$ cat config.mk
export PLATFORM = sky130hd
export DESIGN_NAME = ptp_message_config
export DESIGN_NICKNAME = d
export VERILOG_FILES = /design/src/sync_record_mem.v /design/src/two_entry_buffer.v /design/src/ptp_message_config.v
export VERILOG_INCLUDE_DIRS = /design/src
export SDC_FILE = /design/constraint.sdc
export NUM_CORES = 1
export LEC_CHECK = 0
export ABC_AREA = 0
export BUFFER_PORTS_ARGS = -buffer_cell sky130_fd_sc_hd__buf_2
export CAP_MARGIN = 30
export CORE_ASPECT_RATIO = 2
export CORE_MARGIN = 3
export CORE_UTILIZATION = 40
export CTS_CLUSTER_DIAMETER = 100
export DETAILED_ROUTE_END_ITERATION = 7
export GPL_TIMING_DRIVEN = 0
export RECOVER_POWER = 50
export SKIP_LAST_GASP = 1
export SYNTH_ARGS = -nofsm -noshare
export SYNTH_HDL_FRONTEND = slang
export SYNTH_SLANG_ARGS = --single-unit
export TNS_END_PERCENT = 1
$ cat constraint.sdc
create_clock -name mclk -period 5.2 [get_ports mclk]
set_clock_uncertainty 0.2 [all_clocks]
set_input_delay 0.26 -clock mclk [delete_from_list [all_inputs] [get_ports mclk]]
set_output_delay 0.26 -clock mclk [all_outputs]
set_load 0.01 [all_outputs]
$ cat src/ptp_message_config_map.vh
`ifndef PTP_MESSAGE_CONFIG_MAP_VH
`define PTP_MESSAGE_CONFIG_MAP_VH

// Register byte offsets
`define CFG_ONE_ADDR      16'h0514
`define CFG_TWO_ADDR      16'h0516

// First configuration register fields
`define CFG1_AS_MODE      7
`define CFG1_PTP_EN       6
`define CFG1_DET_ETH      5
`define CFG1_DET_IPV4     4
`define CFG1_DET_IPV6     3
`define CFG1_P2P          2
`define CFG1_MASTER       1
`define CFG1_ONE_STEP     0
`define CFG1_WMASK        16'h00FF
`define CFG1_RESET        16'h0039

// Second configuration register fields
`define CFG2_UNICAST      12
`define CFG2_ALT_MASTER   11
`define CFG2_PRIO_ALL     10
`define CFG2_SYNC_ASSOC   9
`define CFG2_WMASK        16'h1E00
`define CFG2_RESET        16'h1000

// Protocol constants
`define UDP_EVENT_PORT    16'h013F
`define UDP_GENERAL_PORT  16'h0140
`define MSG_SYNC          4'h0
`define MSG_DELAY_REQ     4'h1
`define MSG_FOLLOW_UP     4'h8
`define MSG_EVENT_LIMIT   4'h8

// Sync record memory
`define SYNC_IDX_W        4
`define SYNC_DEPTH        16
`define SYNC_REC_W        40

// Decision word layout
`define DEC_W             6
`define DEC_IS_PTP        5
`define DEC_TO_HOST       4
`define DEC_TO_NONHOST    3
`define DEC_LOOKUP        2
`define DEC_HIGH_PRIO     1
`define DEC_MAY_MODIFY    0

`endif

$ cat src/sync_record_mem.v
`timescale 1ns/10ps
`include "ptp_message_config_map.vh"

module sync_record_mem (
  // Clock and reset
  input  wire                     mclk,
  input  wire                     sys_rst,
  // Write side
  input  wire                     wrEn,
  input  wire [`SYNC_IDX_W-1:0]   wrIdx,
  input  wire [`SYNC_REC_W-1:0]   wrData,
  // Read side
  input  wire                     rdEn,
  input  wire [`SYNC_IDX_W-1:0]   rdIdx,
  output reg                      rdHit_q,
  output reg  [`SYNC_REC_W-1:0]   rdData_q
);

  reg [`SYNC_REC_W-1:0] mem [0:`SYNC_DEPTH-1];
  reg [`SYNC_DEPTH-1:0] entValid_q;

  // Storage, written entries become valid
  always @(posedge mclk) begin
    if (wrEn) begin
      mem[wrIdx] <= wrData;
    end
  end

  always @(posedge mclk) begin
    if (sys_rst) begin
      entValid_q <= {`SYNC_DEPTH{1'b0}};
    end else if (wrEn) begin
      entValid_q[wrIdx] <= 1'b1;
    end
  end

  // Registered read, write data bypassed on same index
  always @(posedge mclk) begin
    if (sys_rst) begin
      rdHit_q  <= 1'b0;
      rdData_q <= {`SYNC_REC_W{1'b0}};
    end else if (rdEn) begin
      if (wrEn && (wrIdx == rdIdx)) begin
        rdHit_q  <= 1'b1;
        rdData_q <= wrData;
      end else begin
        rdHit_q  <= entValid_q[rdIdx];
        rdData_q <= mem[rdIdx];
      end
    end
  end

endmodule // sync_record_mem

$ cat src/two_entry_buffer.v
`timescale 1ns/10ps

module two_entry_buffer #(
  parameter W = 6
) (
  // Clock and reset
  input  wire         mclk,
  input  wire         sys_rst,
  // Fill side
  input  wire         inValid,
  output wire         inReady,
  input  wire [W-1:0] inData,
  // Drain side
  output reg          outValid_q,
  input  wire         outReady,
  output reg  [W-1:0] outData_q
);

  reg         skidValid_q;
  reg [W-1:0] skidData_q;
  wire        push;
  wire        pop;

  assign inReady = ~skidValid_q;
  assign push    = inValid & ~skidValid_q;
  assign pop     = outValid_q & outReady;

  // Head register plus one skid entry
  always @(posedge mclk) begin
    if (sys_rst) begin
      outValid_q  <= 1'b0;
      outData_q   <= {W{1'b0}};
      skidValid_q <= 1'b0;
      skidData_q  <= {W{1'b0}};
    end else if (!outValid_q || pop) begin
      if (skidValid_q) begin
        outValid_q  <= 1'b1;
        outData_q   <= skidData_q;
        skidValid_q <= 1'b0;
      end else begin
        outValid_q <= push;
        if (push) begin
          outData_q <= inData;
        end
      end
    end else if (push) begin
      skidValid_q <= 1'b1;
      skidData_q  <= inData;
    end
  end

endmodule // two_entry_buffer

$ cat src/ptp_message_config.v
// Function
// - Bridging mode needs protocol mode enabled
// - Bridging mode: all but unicast to host, unmodified
// - Protocol mode classifies messages specially
// - Protocol mode runs clock, may modify
// - Protocol mode uses timestamp tail tags
// - Ethernet detection gated by bit 5
// - IPv4/UDP detection gated by bit 4
// - IPv6/UDP detection gated by bit 3
// - Bit 2 selects peer or end
// - Bit 1 selects host master or slave
// - Bit 0 selects one or two step
// - Unicast on ports 319/320 uses lookup
// - Unicast off: only multicast recognised
// - Alternate master on: forward to non-host
// - Alternate master off: drop at host
// - Bit 10 puts all in top queue
// - Follow_Up to host only on Sync match
//
// The address-and-strobe port was left to the implementer.
`timescale 1ns/10ps
`include "ptp_message_config_map.vh"

module ptp_message_config (
  // Clock and reset
  input  wire        mclk,
  input  wire        sys_rst,
  // Register port
  input  wire [15:0] regAddr,
  input  wire [15:0] regWrData,
  input  wire        regWrEn,
  input  wire        regRdEn,
  output reg  [15:0] regRdData_q,
  // Frame descriptor from parser
  input  wire        descValid,
  output reg         descReady_q,
  input  wire        descEthPtp,
  input  wire        descIpv4Udp,
  input  wire        descIpv6Udp,
  input  wire [15:0] descUdpDstPort,
  input  wire        descReservedAddr,
  input  wire [3:0]  descMsgType,
  input  wire [7:0]  descDomain,
  input  wire [15:0] descSeqId,
  input  wire [15:0] descSrcPort,
  input  wire        descFromHost,
  input  wire        descFromActiveMaster,
  input  wire [7:0]  localDomain,
  // Forwarding decision
  output wire        decValid,
  input  wire        decReady,
  output wire        decIsPtp,
  output wire        decToHost,
  output wire        decToNonHost,
  output wire        decUseLookup,
  output wire        decHighPrio,
  output wire        decMayModify,
  // Mode outputs to switch core
  output reg         ptpClockRun_q,
  output reg         tailTagStamp_q,
  output reg         bridgeMode_q,
  output reg         peerToPeer_q,
  output reg         hostMaster_q,
  output reg         oneStep_q
);

  // Message type decode
  function typeIs;
    input [3:0] msgType;
    input [3:0] code;
    begin
      typeIs = (msgType == code);
    end
  endfunction

  function udpPortHit;
    input [15:0] port;
    begin
      udpPortHit = (port == `UDP_EVENT_PORT) || (port == `UDP_GENERAL_PORT);
    end
  endfunction

  function isEventMsg;
    input [3:0] msgType;
    begin
      isEventMsg = (msgType < `MSG_EVENT_LIMIT);
    end
  endfunction

  // Register address decode
  function isCfgOne;
    input [15:0] addr;
    begin
      isCfgOne = (addr == `CFG_ONE_ADDR);
    end
  endfunction

  function isCfgTwo;
    input [15:0] addr;
    begin
      isCfgTwo = (addr == `CFG_TWO_ADDR);
    end
  endfunction

  // Bridging mode only counts with protocol mode
  function bridgeActive;
    input [15:0] cfg;
    begin
      bridgeActive = cfg[`CFG1_AS_MODE] & cfg[`CFG1_PTP_EN];
    end
  endfunction

  // Configuration registers
  reg  [15:0] cfgOne_q;
  reg  [15:0] cfgTwo_q;
  reg  [15:0] regRdData_d;

  // Stage one: captured descriptor and config snapshot
  reg         s1Valid_q;
  reg         s1Valid_d;
  reg         s1Eth_q;
  reg         s1V4_q;
  reg         s1V6_q;
  reg         s1PortHit_q;
  reg         s1Reserved_q;
  reg  [3:0]  s1Type_q;
  reg  [7:0]  s1Domain_q;
  reg  [15:0] s1Seq_q;
  reg  [15:0] s1Src_q;
  reg         s1FromHost_q;
  reg         s1FromMaster_q;
  reg  [7:0]  s1LocalDomain_q;
  reg  [15:0] s1CfgOne_q;
  reg  [15:0] s1CfgTwo_q;

  // Decision terms
  reg         asMode;
  reg         encapOk;
  reg         unicast;
  reg         isPtp;
  reg         toHost;
  reg         toNonHost;
  reg         useLookup;
  reg         highPrio;
  reg         mayModify;
  reg         syncMatch;
  reg         masterSyncLike;

  wire        accept;
  wire        advance;
  wire        bufInReady;
  wire        recWrEn;
  wire        recHit;
  wire [`SYNC_REC_W-1:0] recRdData;
  wire [`DEC_W-1:0]      decWord;
  wire [`DEC_W-1:0]      bufOut;

  assign accept  = descValid & descReady_q;
  assign advance = s1Valid_q & bufInReady;

  // Register writes, reserved bits stay zero
  always @(posedge mclk) begin
    if (sys_rst) begin
      cfgOne_q <= `CFG1_RESET;
      cfgTwo_q <= `CFG2_RESET;
    end else if (regWrEn) begin
      if (isCfgOne(regAddr)) begin
        cfgOne_q <= regWrData & `CFG1_WMASK;
      end
      if (isCfgTwo(regAddr)) begin
        cfgTwo_q <= regWrData & `CFG2_WMASK;
      end
    end
  end

  // Read data one cycle after strobe, zero elsewhere
  always @* begin
    regRdData_d = 16'h0000;
    if (regRdEn) begin
      if (isCfgOne(regAddr)) begin
        regRdData_d = cfgOne_q;
      end else if (isCfgTwo(regAddr)) begin
        regRdData_d = cfgTwo_q;
      end
    end
  end

  always @(posedge mclk) begin
    if (sys_rst) begin
      regRdData_q <= 16'h0000;
    end else begin
      regRdData_q <= regRdData_d;
    end
  end

  // Mode outputs
  always @(posedge mclk) begin
    if (sys_rst) begin
      ptpClockRun_q  <= 1'b0;
      tailTagStamp_q <= 1'b0;
      bridgeMode_q   <= 1'b0;
      peerToPeer_q   <= 1'b0;
      hostMaster_q   <= 1'b0;
      oneStep_q      <= 1'b1;
    end else begin
      ptpClockRun_q  <= cfgOne_q[`CFG1_PTP_EN];
      tailTagStamp_q <= cfgOne_q[`CFG1_PTP_EN];
      bridgeMode_q   <= bridgeActive(cfgOne_q);
      peerToPeer_q   <= cfgOne_q[`CFG1_P2P];
      hostMaster_q   <= cfgOne_q[`CFG1_MASTER];
      oneStep_q      <= cfgOne_q[`CFG1_ONE_STEP];
    end
  end

  // Stage one capture with configuration snapshot
  always @* begin
    s1Valid_d = s1Valid_q;
    if (advance) begin
      s1Valid_d = 1'b0;
    end
    if (accept) begin
      s1Valid_d = 1'b1;
    end
  end

  always @(posedge mclk) begin
    if (sys_rst) begin
      s1Valid_q   <= 1'b0;
      descReady_q <= 1'b0;
    end else begin
      s1Valid_q   <= s1Valid_d;
      descReady_q <= ~s1Valid_d;
    end
  end

  always @(posedge mclk) begin
    if (sys_rst) begin
      s1Eth_q         <= 1'b0;
      s1V4_q          <= 1'b0;
      s1V6_q          <= 1'b0;
      s1PortHit_q     <= 1'b0;
      s1Reserved_q    <= 1'b0;
      s1Type_q        <= 4'h0;
      s1Domain_q      <= 8'h00;
      s1Seq_q         <= 16'h0000;
      s1Src_q         <= 16'h0000;
      s1FromHost_q    <= 1'b0;
      s1FromMaster_q  <= 1'b0;
      s1LocalDomain_q <= 8'h00;
      s1CfgOne_q      <= `CFG1_RESET;
      s1CfgTwo_q      <= `CFG2_RESET;
    end else if (accept) begin
      s1Eth_q         <= descEthPtp;
      s1V4_q          <= descIpv4Udp;
      s1V6_q          <= descIpv6Udp;
      s1PortHit_q     <= udpPortHit(descUdpDstPort);
      s1Reserved_q    <= descReservedAddr;
      s1Type_q        <= descMsgType;
      s1Domain_q      <= descDomain;
      s1Seq_q         <= descSeqId;
      s1Src_q         <= descSrcPort;
      s1FromHost_q    <= descFromHost;
      s1FromMaster_q  <= descFromActiveMaster;
      s1LocalDomain_q <= localDomain;
      s1CfgOne_q      <= cfgOne_q;
      s1CfgTwo_q      <= cfgTwo_q;
    end
  end

  // Sync records keyed by source port
  assign recWrEn = advance & isPtp & typeIs(s1Type_q, `MSG_SYNC);

  sync_record_mem u_sync_mem (
    .mclk     (mclk),
    .sys_rst  (sys_rst),
    .wrEn     (recWrEn),
    .wrIdx    (s1Src_q[`SYNC_IDX_W-1:0]),
    .wrData   ({s1Domain_q, s1Seq_q, s1Src_q}),
    .rdEn     (accept),
    .rdIdx    (descSrcPort[`SYNC_IDX_W-1:0]),
    .rdHit_q  (recHit),
    .rdData_q (recRdData)
  );

  // Classification and forwarding decision
  always @* begin
    asMode = bridgeActive(s1CfgOne_q);
    encapOk = (s1Eth_q & s1CfgOne_q[`CFG1_DET_ETH])
            | (s1V4_q & s1CfgOne_q[`CFG1_DET_IPV4])
            | (s1V6_q & s1CfgOne_q[`CFG1_DET_IPV6]);
    unicast = s1CfgTwo_q[`CFG2_UNICAST] & (s1V4_q | s1V6_q)
            & s1PortHit_q & ~s1Reserved_q;
    isPtp = s1CfgOne_q[`CFG1_PTP_EN] & encapOk & (s1Reserved_q | unicast);
    syncMatch = recHit && (recRdData == {s1Domain_q, s1Seq_q, s1Src_q});
    masterSyncLike = (typeIs(s1Type_q, `MSG_SYNC) || typeIs(s1Type_q, `MSG_DELAY_REQ))
                   && !s1FromHost_q && s1FromMaster_q;
    toHost    = 1'b0;
    toNonHost = 1'b0;
    useLookup = 1'b0;
    if (!isPtp) begin
      useLookup = 1'b1;
    end else if (unicast) begin
      useLookup = 1'b1;
    end else if (asMode) begin
      toHost = 1'b1;
    end else if (s1FromHost_q) begin
      toNonHost = 1'b1;
    end else if (masterSyncLike) begin
      if (s1Domain_q != s1LocalDomain_q) begin
        toNonHost = 1'b1;
      end else if (s1CfgTwo_q[`CFG2_ALT_MASTER]) begin
        toNonHost = 1'b1;
      end else begin
        toNonHost = 1'b0;
      end
    end else if (typeIs(s1Type_q, `MSG_FOLLOW_UP) && s1CfgTwo_q[`CFG2_SYNC_ASSOC]) begin
      toHost = syncMatch;
    end else begin
      toHost = 1'b1;
    end
    highPrio = isPtp & (s1CfgTwo_q[`CFG2_PRIO_ALL]
             | isEventMsg(s1Type_q));
    mayModify = isPtp & ~asMode;
  end

  assign decWord = {isPtp, toHost, toNonHost, useLookup, highPrio, mayModify};

  // Output buffer holds decisions while receiver stalls
  two_entry_buffer #(
    .W (`DEC_W)
  ) u_dec_buf (
    .mclk       (mclk),
    .sys_rst    (sys_rst),
    .inValid    (s1Valid_q),
    .inReady    (bufInReady),
    .inData     (decWord),
    .outValid_q (decValid),
    .outReady   (decReady),
    .outData_q  (bufOut)
  );

  assign decIsPtp     = bufOut[`DEC_IS_PTP];
  assign decToHost    = bufOut[`DEC_TO_HOST];
  assign decToNonHost = bufOut[`DEC_TO_NONHOST];
  assign decUseLookup = bufOut[`DEC_LOOKUP];
  assign decHighPrio  = bufOut[`DEC_HIGH_PRIO];
  assign decMayModify = bufOut[`DEC_MAY_MODIFY];

endmodule // ptp_message_config

# Word level (Yosys, flattened, before mapping)
# Memory sizes are Yosys's and may differ from the RTL's. A register that Yosys moved wholly into a read port is not among the register bits.
# Cells that the tools add are included.
# Widths: inputs -> output; s select.
dict set report word_totals {
  register_bits 133
  ramBits 640
  inputBits 112
  out_inout_bits 30
  elab_cells 123
  mem_count 1
}
dict set report op_classes {
  order_cmp 4
  n_eq_ne 9
  mux 28
  bitwise_logic 30
  reduce_logical 20
}
# name words word_bits rd rd_clocked_by_memory_dff write_ports line_no
set memory_table {}
lappend memory_table {u_sync_mem.mem 16 40 1 1 1 sync_record_mem.v:19} ;# reg [`SYNC_REC_W-1:0] mem [0:`SYNC_DEPTH-1];
# operator n
set ops {}
lappend ops {{$eq 40x40->1} 1}
lappend ops {{$eq 16x11->1 const B} 2}
lappend ops {{$eq 16x9->1 const B} 2}
lappend ops {{$mux 1} 23}
lappend ops {{$and 1x1->1} 17}
lappend ops {{$or 16x16->16} 1}
lappend ops {{$mux 6} 2}
lappend ops {{$lt 4x5->1 const B} 2}
lappend ops {{$mux 8} 1}
lappend ops {{$ne 8x8->1} 1}
lappend ops {{$reduce_and 2->1} 4}
lappend ops {{$not 1->1} 7}
lappend ops {{$logic_and 1x1->1} 6}
lappend ops {{$or 1x1->1} 5}
lappend ops {{$bmux 1 s4} 1}
lappend ops {{$demux 1 s4} 1}
lappend ops {{$eq 4x1->1 const B} 1}
lappend ops {{$eq 4x4->1} 1}
lappend ops {{$eq 4x4->1 const B} 1}
lappend ops {{$ge 4x1->1 const B} 1}
lappend ops {{$logic_not 4->1} 1}
lappend ops {{$lt 4x4->1 const B} 1}
lappend ops {{$reduce_or 2->1} 2}
lappend ops {{$reduce_or 4->1} 1}
lappend ops {{other kinds (3)} 6}

# Logic depth before layout (Yosys ltp)
dict set report logic_depth {
  depth_word 11
  mapped_depth 9
}

# By module
# Synthesis repeated with hierarchy kept, for this count alone.
dict set report unflattened {
  cells_unflattened 1930
  area_unflattened_um2 31516.5
}
# mod n_inst cells_per_inst area_each_um2 seq_area_each_um2
set modules_own_cells {}
lappend modules_own_cells {sync_record_mem 1 1384 26820.7 20359.5}
lappend modules_own_cells {ptp_message_config 1 488 4090.2 1981.9}
lappend modules_own_cells {two_entry_buffer 1 58 605.6 280.3}

# Least setup slack after synthesis
# OpenSTA, ideal clock, no wires.
dict set report synth_timing {
  path_type {reg2reg}
  from {reg s1Type_q[0] (netlist: isEventMsg.msgType[0])}
  to {mem u_sync_mem.mem[4][0] in the netlist's numbering, enable pin}
  arrival_ps 4409
  setup_slack_ps 104
  path_stages_with_launch 7
  n_path_buf 1
  period_less_slack_ps 5096
  path_cell_list {dfxtp_1 or3_1 or4b_1 buf_6 nor3_1 nand2_1 nor3_1}
}
dict set report synth_via {
  elab_chain_cells 4
}
# element line_no
set synth_rtl {}
lappend synth_rtl {{start: declaration} ptp_message_config.v:126} ;# reg [3:0] s1Type_q;
lappend synth_rtl {{start signal: assignment} ptp_message_config.v:258} ;# s1Type_q <= descMsgType;
lappend synth_rtl {{$logic_not 4->1} ptp_message_config.v:72} ;# typeIs = (msgType == code);
lappend synth_rtl {{$and 1x1->1} ptp_message_config.v:271} ;# assign recWrEn = advance & isPtp & typeIs(s1Type_q, `MSG_SYNC);
lappend synth_rtl {{$mux 1} sync_record_mem.v:24} ;# if (wrEn) begin
lappend synth_rtl {{$mux 1 (implied by the code)} sync_record_mem.v:25} ;# mem[wrIdx] <= wrData;
lappend synth_rtl {{end: declaration} sync_record_mem.v:19}
# Every way passes these cells.

# Worst setup path in the final report
dict set report layout_timing {
  from {reg s1Type_q[0] (netlist: isEventMsg.msgType[0])}
  to {mem u_sync_mem.mem[4][7] in the netlist's numbering, enable pin}
}
# Same word-level chain as after synthesis.

==> summary.md <==
| Metric | Value |
|---|---|
| Fraction of the cycle the final worst path needs | 0.7466 |
| Die area | 0.08178 sq mm |
| Nets | 2191 |
| Critical path startpoint category | flip-flop |
| Yosys cell types | 47 |
| Area Overhead vs Synth | 19.19% |
| Pin count of the biggest net entering global routing | 21 |
| H-tree depth | 3 |
| Status | completed |
| Port buffer count | 129 |
| Gr ovfl total | 0 |
| Die span in y | 401.4 um |
| Iteration-0 DRC count of the detailed router | 1677 |
| EDFF count, synth | 640 |
| Final setup viols | 0 |
| Mapped Cells | 1739 |
| Share of the synthesized area in the top cell type | 0.6145 |
| Routing usage on met1 | 0.2334 |
| Total routing usage reported by global routing | 0.2139 |
| Worst reg2reg setup slack | 1.32 ns |
| CTS buffer count | 69 |
| First-pass GRT wire length | 125700 um |
| Layout cells sized above 1 | 0.2394 |
| CP endpoint kind | flip-flop |
| Yosys reg bits | 810 |
| Worst Hold Class | input port to flip-flop |
| Placed cell areas | 0.03438 sq mm |
| Total power | 12.95 mW |
| Ys Warns | 0 |
| Max-cap violations | 0 |
| Resized Gates After CTS | 0 |
| R2r worst-path depth | 9 |
| Worst-Margin Slew | 1.303 ns |
| Met3 usage | 0.03358 |
| Setup Crit Path Kind | flip-flop to flip-flop |
| GP Congestion | 0.8916 |
| Worst VDD drop | 0.0002149 V |
| Slew headroom | 0.1313 |
| Finished Layout Cells | 3153 |
| Hold Crit Start | regWrEn |
| Sequential element share of the synthesized area | 0.7233 |
| Leak Pwr | 11.37 nW |
| Dominant cell type by area after synthesis | edfxtp_1 |
| Total core area | 0.07729 sq mm |
| Placed cells | 2953 |
| Hold Path Depth | 4 |
| WP data required | 5.32 ns |
| FF-to-FF Start | isEventMsg.msgType[0]$_SDFFE_PP0P_ |
| Clk_lat worst skew | 0.63 ns |
| Initial antenna violation count | 3 |
| Crit-path max FO | 7 |
| Ports | 142 |
| Die Wd | 203.7 um |
| First drt pass iteration count | 6 |
| WL/cell | 27.86 um |
| Final Util | 0.4823 |
| Via count | 17469 |
| Critical Path AT | 4.01 ns |
| Final Max Slew Viols | 0 |
| Detailed Place HPWL | 61790 um |
| PwrDens | 347.4 mW/mm^2 |
| Row cnt | 144 |
| CTS tree | built |
| Max Freq | 257.6 MHz |
| Top FF cell, synth | edfxtp_1 |
| RSZ-0062 raised after global routing | false |
| Initial Utilization | 0.4046 |
| Antenna-violating nets left | 0 |
| Top cells by area, synth | edfxtp_1 (61%), mux4_2 (15%), dfxtp_1 (11%) |
| FF-to-FF End | u_sync_mem.mem[4][7]$_DFFE_PP_ |
| Top-count cell post-synth | edfxtp_1 |
| Post-synthesis cell area | 0.03127 sq mm |
| Clk slew on worst S/H paths | 0.06 ns |
| Fin crit period | 3.883 ns |
| Routed WL | 87840 um |
| Post-Layout Inst Area | 0.03728 sq mm |
| Clk buf depth | 3 |
| GR peak layer | met2 |
| Mean Syn Cell Area | 17.98 sq um |
| Vias in the first global route | 18574 |
| Filler cells | 6412 |
| CTS Sinks | 810 |
| Worst Hold End | cfgTwo_q[9]$_SDFFE_PP0P_ |
| Ys async rst share | 0 |
| DRC | 0 |
| Root Driver | clkbuf_16 |
| Synth cell count leaders | edfxtp_1 (640), mux4_2 (205), dfxtp_1 (170) |
| Final Hold Viols | 0 |
| Met2 Usage GRT | 0.3957 |
| DR vias/cell | 5.540 |
[timing repair]
action,in CTS,in global routing
hold buffers,75,0
endpoints found under the setup margin,0,0
hold endpoints to repair,83,0
buffers inserted,0,0
[layout make-up]
class	count	area [sq um]	area share
plain buffers	109	504.2	0.01353
flip-flops and latches	810	22620	0.6069
well taps	1022	1279	0.03430
multi-input cells	816	8243	0.2211
inverters	7	26.28	0.0007049
repair buffers	266	2419	0.06488
clock inverters	40	342.8	0.009197
diodes	1	2.502	0.00006713
clock buffers	82	1838	0.04931
[through the flow]
step | setup WS [ns] | hold WS (ns) | setup TNS [ns]
2_1_floorplan | 0.1041 | 0.1391 | 0
3_3_place_gp | -4.264 | 0.2413 | -1306.28
3_5_place_dp | 1.370 | 0.2502 | 0
4_1_cts | 1.345 | 0.02112 | 0
5_1_grt | 1.238 | 0.07011 | 0
6_report | 1.317 | 0.04760 | 0
[sequential cells by signal, indices dropped and copies added, names as in the netlist, 8 cells and up]
register and flops:
cfgOne_q 8, s1Seq_q 16, s1LocalDomain_q 8, u_sync_mem.entValid_q 16
s1Domain_q 8, regRdData_q 12, u_sync_mem.mem 640, s1Src_q 16
u_sync_mem.rdData_q 40
[per-layer routing]
layer | routed length, um | vias to the layer above
li1 | - | 7539
met1 | 30600 | 9006
met2 | 47450 | 687
met3 | 4636 | 233
met4 | 5133 | 4
met5 | 25 | -
[placed cells by master, fill, tap and decap left out, types with 13 or more instances in the layout]
cell / netlist / routed
mux2i_1: 52 / 52
dlygate4sd3_1: 0 / 75
dfxtp_1: 170 / 170
clkbuf_16: 0 / 71
clkbuf_1: 70 / 111
edfxtp_1: 640 / 640
nor2_1: 94 / 82
nand4_1: 22 / 22
buf_16: 0 / 15
buf_6: 1 / 20
clkinv_1: 0 / 13
buf_2: 13 / 115
a21oi_1: 89 / 89
a211oi_1: 44 / 44
buf_8: 4 / 18
nand2_1: 150 / 150
nor3_1: 18 / 14
mux4_2: 205 / 205
xnor2_1: 44 / 44
[cells by family after synthesis]
| family | share of synthesized area |
|---|---|
| multiplexers | 0.1643 |
| AND/OR/NAND/NOR | 0.05145 |
| flip-flops | 0.7233 |
| buffers and inverters | 0.01696 |
| other | 0.0001199 |
| XOR/XNOR | 0.01456 |
| AO/OA/AOI/OAI | 0.02929 |
[critical path: stages, from the launching register on]
cell	delay, ns
dfxtp_1	0.32
or3_1	0.42
or4b_1	0.55
buf_6	0.17
nor3_1	0.25
nand2_1	0.29
nor3_2	0.84
buf_6	0.25
buf_6	0.15
buf_6	0.15
[power breakdown]
group	switching (mW)	leakage [nW]	internal [mW]
clock network	2.33	1.07	2.79
logic	0.397	3.62	0.325
registers	0.104	6.69	7.01
[worst max path at each step]
stage               slack (ns)                                from  cells after the start                         endpoint
CTS                       1.34  isEventMsg.msgType[0]$_SDFFE_PP0P_                      9   u_sync_mem.mem[4][7]$_DFFE_PP_
detailed placement        1.37  isEventMsg.msgType[0]$_SDFFE_PP0P_                      9  u_sync_mem.mem[4][10]$_DFFE_PP_
floorplan                 0.10  isEventMsg.msgType[0]$_SDFFE_PP0P_                      6   u_sync_mem.mem[4][0]$_DFFE_PP_
global route              1.24  isEventMsg.msgType[0]$_SDFFE_PP0P_                      9   u_sync_mem.mem[4][7]$_DFFE_PP_
finish                    1.32  isEventMsg.msgType[0]$_SDFFE_PP0P_                      9   u_sync_mem.mem[4][7]$_DFFE_PP_
global placement         -4.26  isEventMsg.msgType[0]$_SDFFE_PP0P_                      6  u_sync_mem.mem[8][22]$_DFFE_PP_
Note: power is estimated with default switching activity, not from simulation.
